[src/shared/blcfr_pkg.sv]
// What this block does
// Sample-rate code 00/01/1X picks 800k/4M/24M; polarity bit, default high
// Hysteresis code 0..6 gives that many steps, default 4; code 7 refused
// Filter code 00 none, 01/10/11 reject 100/150/200 ns, default 11
// Frequency bit 0=500k 1=1M; shift bit 0=-12 percent, 1=none; both default 1
// Boost bits 3:2 overvoltage 17..38 V, bits 1:0 limit 750..1500 mA
// Upper threshold compares brightness top eight bits, 500k/1M switch, resets 0
// Lower threshold compares brightness top eight bits, 250k/500k switch, resets 0
// Low brightness register holds code bits 2:0, resets 111, rest reserved
// High brightness register holds code bits 10:3, resets all ones
// Shutdown-disable bit 0 forces shutdown when its flag sets; 1 only reports
// Fault control bit 3 enables short detection, resets 0, bits 7:4 reserved
// Status bits 4..0 report open, short, thermal, current limit, overvoltage
// Reserved bits and unmapped registers read as zero
// After fault shutdown, re-enable is refused until status has been read
// Serial write: byte after address selects register, next byte is data
// Higher frequency chosen when brightness top bits exceed the threshold
// Fault flag stays set until the status register is read
package blcfr_pkg;
  localparam logic [7:0] REG_PWM    = 8'h12;
  localparam logic [7:0] REG_BOOST  = 8'h13;
  localparam logic [7:0] REG_AF_HI  = 8'h15;
  localparam logic [7:0] REG_AF_LO  = 8'h16;
  localparam logic [7:0] REG_BR_LO  = 8'h18;
  localparam logic [7:0] REG_BR_HI  = 8'h19;
  localparam logic [7:0] REG_FCTL   = 8'h1e;
  localparam logic [7:0] REG_FSTAT  = 8'h1f;
  localparam logic [7:0] RST_PWM    = 8'hb3;
  localparam logic [6:0] RST_BOOST  = 7'h6f;
  localparam logic [7:0] RST_AF     = 8'h00;
  localparam logic [2:0] RST_BR_LO  = 3'h7;
  localparam logic [7:0] RST_BR_HI  = 8'hff;
  localparam logic [3:0] RST_FCTL   = 4'h7;
  localparam int PWM_RATE_LSB  = 6;
  localparam int PWM_POL_BIT   = 5;
  localparam int PWM_HYST_LSB  = 2;
  localparam int PWM_FILT_LSB  = 0;
  localparam int BST_SHIFT_BIT = 6;
  localparam int BST_FSEL_BIT  = 5;
  localparam int BST_IND_BIT   = 4;
  localparam int BST_OVG_LSB   = 2;
  localparam int BST_ILIM_LSB  = 0;
  localparam int FC_SHORT_BIT  = 3;
  localparam int FC_THERM_BIT  = 2;
  localparam int FC_ILIM_BIT   = 1;
  localparam int FC_OVG_BIT    = 0;
  localparam int FF_OPEN       = 4;
  localparam int FF_SHORT      = 3;
  localparam int FF_THERM      = 2;
  localparam int FF_ILIM       = 1;
  localparam int FF_OVG        = 0;
  localparam logic [2:0] HYST_BAD = 3'h7;
  localparam logic [6:0] I2C_ADDR_BASE = 7'h36;
  typedef enum logic [1:0] {
    AF_250  = 2'h0,
    AF_500  = 2'h1,
    AF_1000 = 2'h2
  } blcfr_afreq_t;
  typedef enum logic [2:0] {
    ST_IDLE = 3'h0,
    ST_ADDR = 3'h1,
    ST_REG  = 3'h2,
    ST_WDAT = 3'h3,
    ST_RDAT = 3'h4,
    ST_ACK  = 3'h5,
    ST_RACK = 3'h6
  } blcfr_st_t;
endpackage

[src/core/blcfr_pin_sync.sv]
`timescale 1ns/1ps
module blcfr_pin_sync #(
  parameter int         W   = 8,
  parameter logic [W-1:0] RST = '0
) (
  input  wire logic         clk_sys,
  input  wire logic         rstn,
  input  wire logic [W-1:0] d,
  output logic      [W-1:0] q
);
  logic [W-1:0] s1_r;
  logic [W-1:0] s2_r;
  logic [W-1:0] s3_r;

  always_ff @(posedge clk_sys or negedge rstn) begin
    if (!rstn) begin
      s1_r <= RST;
      s2_r <= RST;
      s3_r <= RST;
    end else begin
      s1_r <= d;
      s2_r <= s1_r;
      s3_r <= s2_r;
    end
  end

  // A bit changes once the second and third stage agree
  always_ff @(posedge clk_sys or negedge rstn) begin
    if (!rstn) begin
      q <= RST;
    end else begin
      q <= (s2_r & s3_r) | (q & (s2_r ^ s3_r));
    end
  end
endmodule

[src/core/blcfr_fault_latch.sv]
`timescale 1ns/1ps
module blcfr_fault_latch (
  input  wire logic       clk_sys,
  input  wire logic       rstn,
  input  wire logic [4:0] fault_s,
  input  wire logic       short_en,
  input  wire logic [2:0] sd_dis,
  input  wire logic       status_rd,
  output logic      [4:0] flags,
  output logic            shutdown
);
  logic [4:0] set_v;
  logic       sd_set;

  always_comb begin
    set_v = fault_s;
    set_v[blcfr_pkg::FF_SHORT] = fault_s[blcfr_pkg::FF_SHORT] & short_en;
  end

  // Flags other than short whose shutdown is not disabled force shutdown
  assign sd_set = (set_v[blcfr_pkg::FF_THERM] & ~sd_dis[blcfr_pkg::FC_THERM_BIT])
                | (set_v[blcfr_pkg::FF_ILIM] & ~sd_dis[blcfr_pkg::FC_ILIM_BIT])
                | ((set_v[blcfr_pkg::FF_OVG] | set_v[blcfr_pkg::FF_OPEN])
                   & ~sd_dis[blcfr_pkg::FC_OVG_BIT]);

  // Set wins over the clear from a status read
  always_ff @(posedge clk_sys or negedge rstn) begin
    if (!rstn) begin
      flags <= 5'h00;
    end else begin
      flags <= (flags & {5{~status_rd}}) | set_v;
    end
  end

  always_ff @(posedge clk_sys or negedge rstn) begin
    if (!rstn) begin
      shutdown <= 1'b0;
    end else begin
      shutdown <= sd_set | (shutdown & ~status_rd);
    end
  end
endmodule

[src/core/blcfr_regs.sv]
`timescale 1ns/1ps
module blcfr_regs #(
  parameter logic [6:0] ADDR_BASE = blcfr_pkg::I2C_ADDR_BASE
) (
  input  wire logic        clk_sys,
  input  wire logic        rstn,
  input  wire logic        scl_i,
  input  wire logic        sda_i,
  output logic             sda_o,
  output logic             sda_oe,
  input  wire logic        addr_sel_i,
  input  wire logic        enable_req,
  input  wire logic        led_open_raw,
  input  wire logic        led_short_raw,
  input  wire logic        thermal_shutdown_raw,
  input  wire logic        switch_current_limit_raw,
  input  wire logic        output_overvoltage_guard_raw,
  output logic      [1:0]  pwm_rate,
  output logic             pwm_active_high,
  output logic      [2:0]  pwm_hyst,
  output logic      [1:0]  pwm_filt,
  output logic             boost_fsel_1m,
  output logic             boost_no_shift,
  output logic             boost_ind_10u,
  output logic      [1:0]  overvoltage_thr,
  output logic      [1:0]  current_limit_thr,
  output logic      [1:0]  afreq_sel,
  output logic      [10:0] bright_code,
  output logic             short_det_en,
  output logic      [4:0]  fault_flags,
  output logic             shutdown,
  output logic             device_active
);
  logic [7:0]  pin_q;
  logic        scl_s;
  logic        sda_s;
  logic        asel_s;
  logic [4:0]  fault_s;
  logic        scl_q_r;
  logic        sda_q_r;
  logic        scl_rise;
  logic        scl_fall;
  logic        start_c;
  logic        stop_c;
  logic [6:0]  my_addr;
  blcfr_pkg::blcfr_st_t st_r;
  blcfr_pkg::blcfr_st_t ret_r;
  logic [7:0]  sh_r;
  logic [3:0]  cnt_r;
  logic [7:0]  ptr_r;
  logic        oe_r;
  logic        mack_r;
  logic        byte_done;
  logic        wr_en;
  logic        load;
  logic [7:0]  ld_ptr;
  logic [7:0]  ld_byte;
  logic        status_rd;
  logic [7:0]  pwm_r;
  logic [6:0]  boost_r;
  logic [7:0]  af_hi_r;
  logic [7:0]  af_lo_r;
  logic [2:0]  br_lo_r;
  logic [7:0]  br_hi_r;
  logic [3:0]  fctl_r;
  blcfr_pkg::blcfr_afreq_t af_r;
  logic        active_r;

  blcfr_pin_sync #(
    .W   (8),
    .RST (8'h03)
  ) u_sync (
    .clk_sys (clk_sys),
    .rstn    (rstn),
    .d       ({led_open_raw, led_short_raw, thermal_shutdown_raw, switch_current_limit_raw,
               output_overvoltage_guard_raw, addr_sel_i, sda_i, scl_i}),
    .q       (pin_q)
  );

  assign scl_s   = pin_q[0];
  assign sda_s   = pin_q[1];
  assign asel_s  = pin_q[2];
  assign fault_s = pin_q[7:3];
  assign my_addr = {ADDR_BASE[6:1], asel_s};

  // Read view of the bank
  function automatic logic [7:0] rd_byte(input logic [7:0] a, input logic [7:0] pwm,
                                         input logic [6:0] bst, input logic [7:0] ahi,
                                         input logic [7:0] alo, input logic [2:0] blo,
                                         input logic [7:0] bhi, input logic [3:0] fc,
                                         input logic [4:0] ff);
    logic [7:0] v;
    v = 8'h00;
    unique case (a)
      blcfr_pkg::REG_PWM:   v = pwm;
      blcfr_pkg::REG_BOOST: v = {1'b0, bst};
      blcfr_pkg::REG_AF_HI: v = ahi;
      blcfr_pkg::REG_AF_LO: v = alo;
      blcfr_pkg::REG_BR_LO: v = {5'h00, blo};
      blcfr_pkg::REG_BR_HI: v = bhi;
      blcfr_pkg::REG_FCTL:  v = {4'h0, fc};
      blcfr_pkg::REG_FSTAT: v = {3'h0, ff};
      default:              v = 8'h00;
    endcase
    return v;
  endfunction

  always_ff @(posedge clk_sys or negedge rstn) begin
    if (!rstn) begin
      scl_q_r <= 1'b1;
      sda_q_r <= 1'b1;
    end else begin
      scl_q_r <= scl_s;
      sda_q_r <= sda_s;
    end
  end

  assign scl_rise  = scl_s & ~scl_q_r;
  assign scl_fall  = ~scl_s & scl_q_r;
  assign start_c   = scl_s & scl_q_r & sda_q_r & ~sda_s;
  assign stop_c    = scl_s & scl_q_r & ~sda_q_r & sda_s;
  assign byte_done = scl_fall && (cnt_r == 4'h8);
  assign wr_en     = byte_done && (st_r == blcfr_pkg::ST_WDAT);
  assign load      = scl_fall && ((st_r == blcfr_pkg::ST_ACK && ret_r == blcfr_pkg::ST_RDAT) ||
                                  (st_r == blcfr_pkg::ST_RACK && mack_r));
  assign ld_ptr    = (st_r == blcfr_pkg::ST_RACK) ? ptr_r + 8'h01 : ptr_r;
  assign ld_byte   = rd_byte(ld_ptr, pwm_r, boost_r, af_hi_r, af_lo_r, br_lo_r, br_hi_r,
                             fctl_r, fault_flags);
  assign status_rd = load && (ld_ptr == blcfr_pkg::REG_FSTAT);

  // Serial slave: sample on rising clock, drive on falling clock
  always_ff @(posedge clk_sys or negedge rstn) begin
    if (!rstn) begin
      st_r   <= blcfr_pkg::ST_IDLE;
      ret_r  <= blcfr_pkg::ST_IDLE;
      sh_r   <= 8'h00;
      cnt_r  <= 4'h0;
      ptr_r  <= 8'h00;
      oe_r   <= 1'b0;
      mack_r <= 1'b0;
    end else if (start_c) begin
      st_r  <= blcfr_pkg::ST_ADDR;
      cnt_r <= 4'h0;
      oe_r  <= 1'b0;
    end else if (stop_c) begin
      st_r <= blcfr_pkg::ST_IDLE;
      oe_r <= 1'b0;
    end else begin
      unique case (st_r)
        blcfr_pkg::ST_IDLE: begin
          oe_r <= 1'b0;
        end
        blcfr_pkg::ST_ADDR, blcfr_pkg::ST_REG, blcfr_pkg::ST_WDAT: begin
          if (scl_rise) begin
            sh_r  <= {sh_r[6:0], sda_s};
            cnt_r <= cnt_r + 4'h1;
          end else if (byte_done) begin
            st_r <= blcfr_pkg::ST_ACK;
            oe_r <= 1'b1;
            if (st_r == blcfr_pkg::ST_ADDR) begin
              if (sh_r[7:1] == my_addr) begin
                ret_r <= sh_r[0] ? blcfr_pkg::ST_RDAT : blcfr_pkg::ST_REG;
              end else begin
                st_r <= blcfr_pkg::ST_IDLE;
                oe_r <= 1'b0;
              end
            end else if (st_r == blcfr_pkg::ST_REG) begin
              ptr_r <= sh_r;
              ret_r <= blcfr_pkg::ST_WDAT;
            end else begin
              ptr_r <= ptr_r + 8'h01;
              ret_r <= blcfr_pkg::ST_WDAT;
            end
          end
        end
        blcfr_pkg::ST_ACK: begin
          if (scl_fall) begin
            cnt_r <= 4'h0;
            st_r  <= ret_r;
            if (ret_r == blcfr_pkg::ST_RDAT) begin
              sh_r <= ld_byte;
              oe_r <= ~ld_byte[7];
            end else begin
              oe_r <= 1'b0;
            end
          end
        end
        blcfr_pkg::ST_RDAT: begin
          if (scl_rise) begin
            cnt_r <= cnt_r + 4'h1;
          end else if (byte_done) begin
            st_r <= blcfr_pkg::ST_RACK;
            oe_r <= 1'b0;
          end else if (scl_fall) begin
            sh_r <= {sh_r[6:0], 1'b0};
            oe_r <= ~sh_r[6];
          end
        end
        blcfr_pkg::ST_RACK: begin
          if (scl_rise) begin
            mack_r <= ~sda_s;
          end else if (scl_fall) begin
            cnt_r <= 4'h0;
            if (mack_r) begin
              st_r  <= blcfr_pkg::ST_RDAT;
              ptr_r <= ld_ptr;
              sh_r  <= ld_byte;
              oe_r  <= ~ld_byte[7];
            end else begin
              st_r <= blcfr_pkg::ST_IDLE;
            end
          end
        end
        default: begin
          st_r <= blcfr_pkg::ST_IDLE;
          oe_r <= 1'b0;
        end
      endcase
    end
  end

  assign sda_o  = 1'b0;
  assign sda_oe = oe_r;

  // Register writes
  always_ff @(posedge clk_sys or negedge rstn) begin
    if (!rstn) begin
      pwm_r   <= blcfr_pkg::RST_PWM;
      boost_r <= blcfr_pkg::RST_BOOST;
      af_hi_r <= blcfr_pkg::RST_AF;
      af_lo_r <= blcfr_pkg::RST_AF;
      br_lo_r <= blcfr_pkg::RST_BR_LO;
      br_hi_r <= blcfr_pkg::RST_BR_HI;
      fctl_r  <= blcfr_pkg::RST_FCTL;
    end else if (wr_en) begin
      unique case (ptr_r)
        blcfr_pkg::REG_PWM: begin
          pwm_r[7:5] <= sh_r[7:5];
          pwm_r[1:0] <= sh_r[1:0];
          if (sh_r[blcfr_pkg::PWM_HYST_LSB +: 3] != blcfr_pkg::HYST_BAD) begin
            pwm_r[blcfr_pkg::PWM_HYST_LSB +: 3] <= sh_r[blcfr_pkg::PWM_HYST_LSB +: 3];
          end
        end
        blcfr_pkg::REG_BOOST: boost_r <= sh_r[6:0];
        blcfr_pkg::REG_AF_HI: af_hi_r <= sh_r;
        blcfr_pkg::REG_AF_LO: af_lo_r <= sh_r;
        blcfr_pkg::REG_BR_LO: br_lo_r <= sh_r[2:0];
        blcfr_pkg::REG_BR_HI: br_hi_r <= sh_r;
        blcfr_pkg::REG_FCTL:  fctl_r  <= sh_r[3:0];
        default: ;
      endcase
    end
  end

  assign pwm_rate          = pwm_r[blcfr_pkg::PWM_RATE_LSB +: 2];
  assign pwm_active_high   = pwm_r[blcfr_pkg::PWM_POL_BIT];
  assign pwm_hyst          = pwm_r[blcfr_pkg::PWM_HYST_LSB +: 3];
  assign pwm_filt          = pwm_r[blcfr_pkg::PWM_FILT_LSB +: 2];
  assign boost_no_shift    = boost_r[blcfr_pkg::BST_SHIFT_BIT];
  assign boost_fsel_1m     = boost_r[blcfr_pkg::BST_FSEL_BIT];
  assign boost_ind_10u     = boost_r[blcfr_pkg::BST_IND_BIT];
  assign overvoltage_thr   = boost_r[blcfr_pkg::BST_OVG_LSB +: 2];
  assign current_limit_thr = boost_r[blcfr_pkg::BST_ILIM_LSB +: 2];
  assign bright_code       = {br_hi_r, br_lo_r};
  assign short_det_en      = fctl_r[blcfr_pkg::FC_SHORT_BIT];
  assign afreq_sel         = af_r;
  assign device_active     = active_r;

  // Auto-frequency choice from the top eight brightness bits
  always_ff @(posedge clk_sys or negedge rstn) begin
    if (!rstn) begin
      af_r <= blcfr_pkg::AF_1000;
    end else if (br_hi_r > af_hi_r) begin
      af_r <= blcfr_pkg::AF_1000;
    end else if (br_hi_r > af_lo_r) begin
      af_r <= blcfr_pkg::AF_500;
    end else begin
      af_r <= blcfr_pkg::AF_250;
    end
  end

  blcfr_fault_latch u_fault (
    .clk_sys   (clk_sys),
    .rstn      (rstn),
    .fault_s   (fault_s),
    .short_en  (fctl_r[blcfr_pkg::FC_SHORT_BIT]),
    .sd_dis    (fctl_r[2:0]),
    .status_rd (status_rd),
    .flags     (fault_flags),
    .shutdown  (shutdown)
  );

  always_ff @(posedge clk_sys or negedge rstn) begin
    if (!rstn) begin
      active_r <= 1'b0;
    end else begin
      active_r <= enable_req & ~shutdown;
    end
  end
endmodule

[config.mk]
export PLATFORM = sky130hd
export DESIGN_NAME = blcfr_regs
export DESIGN_NICKNAME = d
export VERILOG_FILES = /design/src/shared/blcfr_pkg.sv /design/src/core/blcfr_pin_sync.sv /design/src/core/blcfr_fault_latch.sv /design/src/core/blcfr_regs.sv
export SDC_FILE = /design/constraint.sdc
export NUM_CORES = 1
export LEC_CHECK = 0
export BUFFER_PORTS_ARGS = -buffer_cell sky130_fd_sc_hd__clkbuf_2
export CAP_MARGIN = 15
export CORE_MARGIN = 2
export CORE_UTILIZATION = 37
export DETAILED_ROUTE_END_ITERATION = 7
export PLACE_DENSITY = 0.62
export SKIP_LAST_GASP = 1
export SLEW_MARGIN = 40
export SYNTH_ARGS = -nofsm -noshare
export SYNTH_HDL_FRONTEND = slang
export SYNTH_SLANG_ARGS = --single-unit
[constraint.sdc]
create_clock -name clk_sys -period 3.2 [get_ports clk_sys]
set_clock_uncertainty 0.1 [all_clocks]
set_input_delay 0.32 -clock clk_sys [delete_from_list [all_inputs] [get_ports clk_sys]]
set_output_delay 0.32 -clock clk_sys [all_outputs]
set_load 0.01 [all_outputs]
# Word level (Yosys, flattened, before mapping)
# Index checks and enable logic that the tools add are counted.
# Widths: inputs -> output; s select.
[classes] magnitude_cmp=2 eq_ne=51 reduce_logical=28 shift=0 mux=59 mul=0 n_addsub=2 div=0 bitwise=37
[ops] op="$mux 8" count=17
[ops] op="$eq 8x5->1 const B" count=15
[ops] op="$pmux 8 s8" count=1
[ops] op="$mux 3" count=15
[ops] op="$ne 4x4->1 const B" count=8
[ops] op="$pmux 8 s4" count=1
[ops] op="$ne 2x2->1 const B" count=12
[ops] op="$mux 4" count=5
[ops] op="$and 8x8->8" count=2
[ops] op="$gt 8x8->1" count=2
[ops] op="$pmux 8 s2" count=1
[ops] op="$reduce_and 8->1" count=2
[ops] op="$mux 1" count=15
[ops] op="$pmux 3 s5" count=1
[ops] op="$not 1->1" count=14
[ops] op="$reduce_and 2->1" count=7
[ops] op="$and 1x1->1" count=13
[ops] op="$eq 3x3->1 const B" count=4
[ops] op="$pmux 4 s3" count=1
[ops] op="$reduce_and 12->1" count=1
[ops] op="$ne 3x3->1 const B" count=3
[ops] op="$reduce_and 9->1" count=1
[ops] op="$add 8x1->8 const B" count=1
[ops] op="$or 8x8->8" count=1
[ops] op="24 further kinds" count=36
[word_totals] reg_bits=117 mem_bits_rw=0 elab_cells=204 latchBits=0 rom_bits=0 inputBits=11 memories=0 out_inout_bits=38

# Depth between registers and ports, before layout
[depth] word_depth=11 mapped_depth=11

# Hierarchy
# Synthesis repeated with hierarchy kept, for this count alone.
[unflattened] cells_unflattened=596 hier_area_um2=6247.2
[by_module_without_submodules] mod="blcfr_regs" area_per_inst_um2=5044.8 cells_each=531 seq_area_each_um2=2011.9 n_inst=1
[by_module_without_submodules] mod="blcfr_pin_sync" area_per_inst_um2=970.9 cells_each=48 seq_area_each_um2=810.8 n_inst=1
[by_module_without_submodules] mod="blcfr_fault_latch" area_per_inst_um2=231.5 cells_each=17 seq_area_each_um2=150.1 n_inst=1

# Worst setup path before layout
# Ideal clock, no wire load.
[synth_path] path_kind="register to register" from="register ptr_r[0]" to="register sh_r[2]" setup_slack_ns=0.340 path_buffers=2 required_ns=2.949 path_stages_with_launch=12 setup_time_ns=0.151 synth_period_minus_slack_ns=2.860 arrival_ns=2.609 path_cell_list="dfrtp_1 -> clkbuf_1 -> inv_1 -> ha_1 -> nor2b_1 -> mux2_4 -> and3_4 -> buf_6 -> a222oi_1 -> o211ai_1 -> a211oi_1 -> a221oi_1"
[synth_via] elab_chain_cells=8
[synth_lines] item="from (decl)" line_no="blcfr_regs.sv:50" text="logic [7:0] ptr_r;"
[synth_lines] item="from (signal assigned)" line_no="blcfr_regs.sv:168" text="ptr_r <= sh_r;"
[synth_lines] item="from (signal assigned)" line_no="blcfr_regs.sv:171" text="ptr_r <= ptr_r + 8'h01;"
[synth_lines] item="from (signal assigned)" line_no="blcfr_regs.sv:206" text="ptr_r <= ld_ptr;"
[synth_lines] item="$add 8x1->8" line_no="blcfr_regs.sv:126" text="assign ld_ptr = (st_r == blcfr_pkg::ST_RACK) ? ptr_r + 8'h01 : ptr_r;"
[synth_lines] item="$mux 8 *" line_no="blcfr_regs.sv:126"
[synth_lines] item="$eq 8x5->1" line_no="blcfr_regs.sv:94" text="unique case (a)"
[synth_lines] item="$pmux 8 s8 *" line_no="blcfr_regs.sv:94"
[synth_lines] item="$mux 8" line_no="blcfr_regs.sv:204" text="if (mack_r) begin"
[synth_lines] item="$mux 8" line_no="blcfr_regs.sv:202" text="end else if (scl_fall) begin"
[synth_lines] item="$mux 8" line_no="blcfr_regs.sv:200" text="if (scl_rise) begin"
[synth_lines] item="$pmux 8 s4 *" line_no="blcfr_regs.sv:149" text="unique case (st_r)"
[synth_lines] item="to (signal assigned)" line_no="blcfr_regs.sv:155" text="sh_r <= {sh_r[6:0], sda_s};"
[synth_lines] item="to (signal assigned)" line_no="blcfr_regs.sv:195" text="sh_r <= {sh_r[6:0], 1'b0};"
[synth_lines] item="to (signal assigned)" line_no="blcfr_regs.sv:207" text="sh_r <= ld_byte;"
[synth_lines] item="to (decl)" line_no="blcfr_regs.sv:48" text="logic [7:0] sh_r;"
# Every way passes the cells marked *; elsewhere a longest branch is shown, timed or not. The select of a mux whose other input is x is not followed.
# A chain may end at the register's enable or synchronous reset.

# Worst setup path in the final report
[layout_path] from="register ptr_r[0]" to="register sh_r[4]"
# Same word-level chain as after synthesis.

==> results_tabular.tex <==
\begin{tabular}{lr}
\hline
Metric & Value \\
\hline
\multicolumn{2}{l}{\textbf{Yosys}} \\
\quad Post-synthesis area per instance & 10.4 um2 \\
\quad Synth unique cells & between 70 and 80 \\
\quad Fraction of the yosys area taken by sequential cells & approximately 47\% \\
\quad Share of Yosys cell area claimed by the top area cell type & 32.3\% \\
\quad Netlist Area Pre-Place & approximately 6300 um2 \\
\quad Number of enable flip-flop cells after synthesis & 0 \\
\quad Most frequent cell after synthesis & sky130\_fd\_sc\_hd\_\_dfrtp\_1 \\
\quad Post-synth ARST share & 100\% \\
\quad Synth Net Count & roughly 650 \\
\quad Synth Register Bits & 117 \\
\quad Gate Count Post-Synth & 606 \\
\quad Number of synthesis warnings & 0 \\
\quad Most used standard cells in the synthesized netlist & sky130\_fd\_sc\_hd\_\_dfrtp\_1 (81), sky130\_fd\_sc\_hd\_\_nand2\_1 (45), sky130\_fd\_sc\_hd\_\_mux2\_2 (43) \\
\quad Post-synth top flop & sky130\_fd\_sc\_hd\_\_dfrtp\_1 \\
\quad Largest area contributor in the netlist & sky130\_fd\_sc\_hd\_\_dfrtp\_1 \\
\quad Top cells by area, synth & sky130\_fd\_sc\_hd\_\_dfrtp\_1 (32\%), sky130\_fd\_sc\_hd\_\_dfstp\_2 (15\%), sky130\_fd\_sc\_hd\_\_mux2\_2 (7.7\%) \\
\multicolumn{2}{l}{\textbf{Pwr}} \\
\quad Logic pwr share & between 6 and 7\% \\
\quad Total power density per cell area & around 510 nW/um2 \\
\quad Proportion of power drawn by the clock network & 48.2\% \\
\quad Switching share of total power & a little over a quarter \\
\quad Switching power summed over all nets & $\sim$1.0 mW \\
\quad Maximum vdd ir drop & approximately 0.35 mV \\
\quad Int Power & 2.78 mW \\
\quad Sequential share of power & 44.9\% \\
\quad LEAKAGE & between 3 and 4 nW \\
\quad Overall power consumption & around 3.8 mW \\
\multicolumn{2}{l}{\textbf{GRT}} \\
\quad Overall routing resource usage & 19.0\% \\
\quad Overall overflow remaining after global route & 0 \\
\quad Wire length of the first global-routing pass & 26.5 mm \\
\quad Number of antenna violations at the first check in global routing & 0 \\
\quad Number of global-route vias before repair & between 4k and 5k \\
\quad Largest net degree at the start of global routing & 66 \\
\multicolumn{2}{l}{\textbf{Clock network}} \\
\quad Sinks on the clock net & 117 \\
\quad Source-to-sink clock delay at the later pin of the worst-skew pair & 420 ps \\
\quad Deepest level of the CTS H-tree & 4 \\
\quad Buffer type at the clock tree root & sky130\_fd\_sc\_hd\_\_clkbuf\_16 \\
\quad Post-cts sizing count & 0 \\
\quad CTS tree & built \\
\quad Number of buffers on the longest clock path & 2 \\
\quad Total CTS buffers & 17 \\
\quad Clock edge transition at the registers on the reported setup and hold paths & approximately 60 ps \\
\quad Number of buffers inserted to repair setup after CTS & 0 \\
\quad Number of hold buffers added after cts & 9 \\
\multicolumn{2}{l}{\textbf{Routing}} \\
\quad Routed WL per cell & roughly 18 um \\
\quad Total wirelength of the detailed-routed design & approximately 16 mm \\
\quad Total number of vias & 4986 \\
\quad Detailed router's first-iteration violation count & $\sim$440 \\
\quad Initial DRT Pass Iterations & 5 \\
\quad Mean number of vias per cell & $\sim$5.6 \\
\quad Post-route antenna net violation count & 0 \\
\quad Number of design rule violations left after detail routing & 0 \\
\multicolumn{2}{l}{\textbf{Worst setup path}} \\
\quad Endpoint class of the critical path & flop \\
\quad Cell occurring most often along the worst timing path & sky130\_fd\_sc\_hd\_\_buf\_4 \\
\quad Data arrival, critical path & between 2000 and 3000 ps \\
\quad Required @ worst endpoint & 3370 ps \\
\quad Crit path max fanout & 15 \\
\quad CP max-delay cell & sky130\_fd\_sc\_hd\_\_o311ai\_1 \\
\quad Path type of the worst setup path & flop to flop \\
\quad Cell family with the largest share of critical-path delay & compound AO/OA/AOI/OAI gates \\
\quad Largest stage delay, worst path & between 500 and 600 ps \\
\quad Crit start category & flop \\
\quad Buffers and inverters on the worst path & 2 \\
\quad Crit path cell chain & buf\_4, ha\_1, nand4b\_1, xnor2\_1, buf\_4, a22oi\_1, nor2\_1, o311ai\_1, o211ai\_1 \\
\multicolumn{2}{l}{\textbf{Cells and area}} \\
\quad Number of antenna diodes & 0 \\
\quad Area overhead of the layout relative to synthesis & 18.5\% \\
\quad Fin util & between 40\% and 50\% \\
\quad Layout cells sized above 1 & around 28\% \\
\quad Final Instance Area & 7440 um2 \\
\quad Final standard cell count with taps included and fillers excluded & $\sim$900 \\
\quad Filler cell count in the final layout & 1567 \\
\quad Total number of nets in the final design & 704 \\
\multicolumn{2}{l}{\textbf{Floorplan}} \\
\quad Area of the die & roughly 18000 um2 \\
\quad Die height & around 130 um \\
\quad Standard-cell rows & 47 \\
\quad Boundary Pins & 49 \\
\quad Floorplan die width & about 130 um \\
\quad Placeable core region & around 17000 um2 \\
\quad Starting utilization of the core area & about 38\% \\
\multicolumn{2}{l}{\textbf{Placement}} \\
\quad Port Buffers & between 40 and 50 \\
\quad Final HPWL from detailed placement & 11.3 mm \\
\quad Total cell area at the placement stage & just under 7000 um2 \\
\quad Cell Count Post-Placement & $\sim$860 \\
\quad Final weighted congestion in routability-driven placement & approximately 0.9 \\
\multicolumn{2}{l}{\textbf{STA}} \\
\quad Maximum frequency from static timing analysis & roughly 0.36 GHz \\
\quad Total Negative Setup Slacks & 0 ps \\
\quad Hold Fails Final Rpt & 0 \\
\quad Setup-violating endpoint count in the final report & 0 \\
\quad Final-report max-slew violation count & 0 \\
\quad Relative slew slack & 46.8\% \\
\quad Transition time at the pin with the least slew margin & between 700 and 800 ps \\
\quad Unrepaired setup endpoints after global routing & false \\
\quad Part of the cycle the worst path needs & approximately 87\% \\
\quad Post-route minimum period & about 2800 ps \\
\multicolumn{2}{l}{\textbf{Job}} \\
\quad \# Max-Cap Violations & 0 \\
\multicolumn{2}{l}{\textbf{Outcome}} \\
\quad Result of the run & completed \\
\multicolumn{2}{l}{\textbf{Min path}} \\
\quad Path type of the worst min-delay path & input pin to flop \\
\hline
\end{tabular}
[worst paths after layout]
path	start	end	slack (ps)	cells past startpoint
worst max-delay path	ptr_r[0]$_DFFE_PN0P_	sh_r[4]$_DFFE_PN0P_	410	9
worst min-delay path	enable_req	device_active$_DFF_PN0_	40	2
worst max register to register	ptr_r[0]$_DFFE_PN0P_	sh_r[4]$_DFFE_PN0P_	410	9
worst min register to register	u_sync.s1_r[5]$_DFF_PN0_	u_sync.s2_r[5]$_DFF_PN0_	250	0
max in group asynchronous	rstn	br_hi_r[4]$_DFFE_PN1P_	1870	3
min in group asynchronous	rstn	cnt_r[3]$_DFFE_PN0P_	350	2
[kinds of logic after synthesis]
kind of cell	share of synthesized area, %
AO/OA/AOI/OAI	16.4
adder cells (fa/ha/maj)	5.98
AND/OR/NAND/NOR	14.9
buffers and inverters	4.26
multiplexers	10.2
XOR/XNOR	0.837
other	0.0597
flip-flops	47.3
[cell usage in the layout, fill, tap and decap left out, types with 10 or more instances in the layout]
cell,netlist,layout
sky130_fd_sc_hd__nor3_1,15,15
sky130_fd_sc_hd__nand3_1,29,29
sky130_fd_sc_hd__nor2_1,37,37
sky130_fd_sc_hd__nand2_1,45,45
sky130_fd_sc_hd__nor2b_1,11,11
sky130_fd_sc_hd__a21oi_1,24,24
sky130_fd_sc_hd__clkbuf_2,0,46
sky130_fd_sc_hd__a22oi_1,11,11
sky130_fd_sc_hd__inv_1,28,28
sky130_fd_sc_hd__dfrtp_1,81,81
sky130_fd_sc_hd__clkbuf_16,0,17
sky130_fd_sc_hd__o21ai_0,36,36
sky130_fd_sc_hd__a21o_1,17,17
sky130_fd_sc_hd__buf_4,2,16
sky130_fd_sc_hd__mux2_2,43,43
sky130_fd_sc_hd__a221oi_1,10,10
sky130_fd_sc_hd__ha_1,30,30
sky130_fd_sc_hd__dfstp_2,36,36
[cell type report]
cell class / instances / area [um2] / share of cell area (%)
multi-input combinational: 426 / 3040 / 40.8
clock buffer: 19 / 453 / 6.09
inverter: 28 / 105 / 1.41
tap: 220 / 275 / 3.70
timing repair buffer: 73 / 472 / 6.34
clock inverter: 13 / 124 / 1.66
sequential: 117 / 2970 / 40.0
[power groups by stage]
| stage | Combinational, mW | Sequential (mW) | Clock [mW] |
|---|---|---|---|
| after floorplan | 0.213 | 1.62 | 0 |
| after global placement | 0.244 | 1.73 | 0 |
| after detailed placement | 0.248 | 1.74 | 0 |
| after CTS | 0.258 | 1.71 | 1.87 |
| after global routing | 0.291 | 1.72 | 1.94 |
| final | 0.259 | 1.71 | 1.84 |
[routing by layer]
metal / global-route usage [%] / up-vias / share of wire, %
li1: - / 2314 / -
met4: 7.66 / 0 / 2.5
met2: 29.5 / 190 / 46
met5: 0 / - / 0
met3: 4.35 / 40 / 6.1
met1: 25.8 / 2442 / 45
[sequential cells by signal (all words and copies together) (netlist names), 2 cells and up]
name,count
boost_r,7
afreq_sel,2
u_sync.s3_r,8
cnt_r,4
st_r,3
pwm_r,8
u_sync.s2_r,8
br_lo_r,3
u_fault.flags,5
u_sync.q,8
af_lo_r,8
u_sync.s1_r,8
br_hi_r,8
fctl_r,4
af_hi_r,8
sh_r,8
ptr_r,8
ret_r,3
[per-stage QoR]
stage                     hold slack [ps]  worst slack, ps
final                                39.3              408
after global routing                 36.9              218
after CTS                            29.0              434
after detailed placement              235              470
after global placement                234              518
after floorplan                     -75.6              340
No activity file was read; power rests on OpenSTA's default activity.
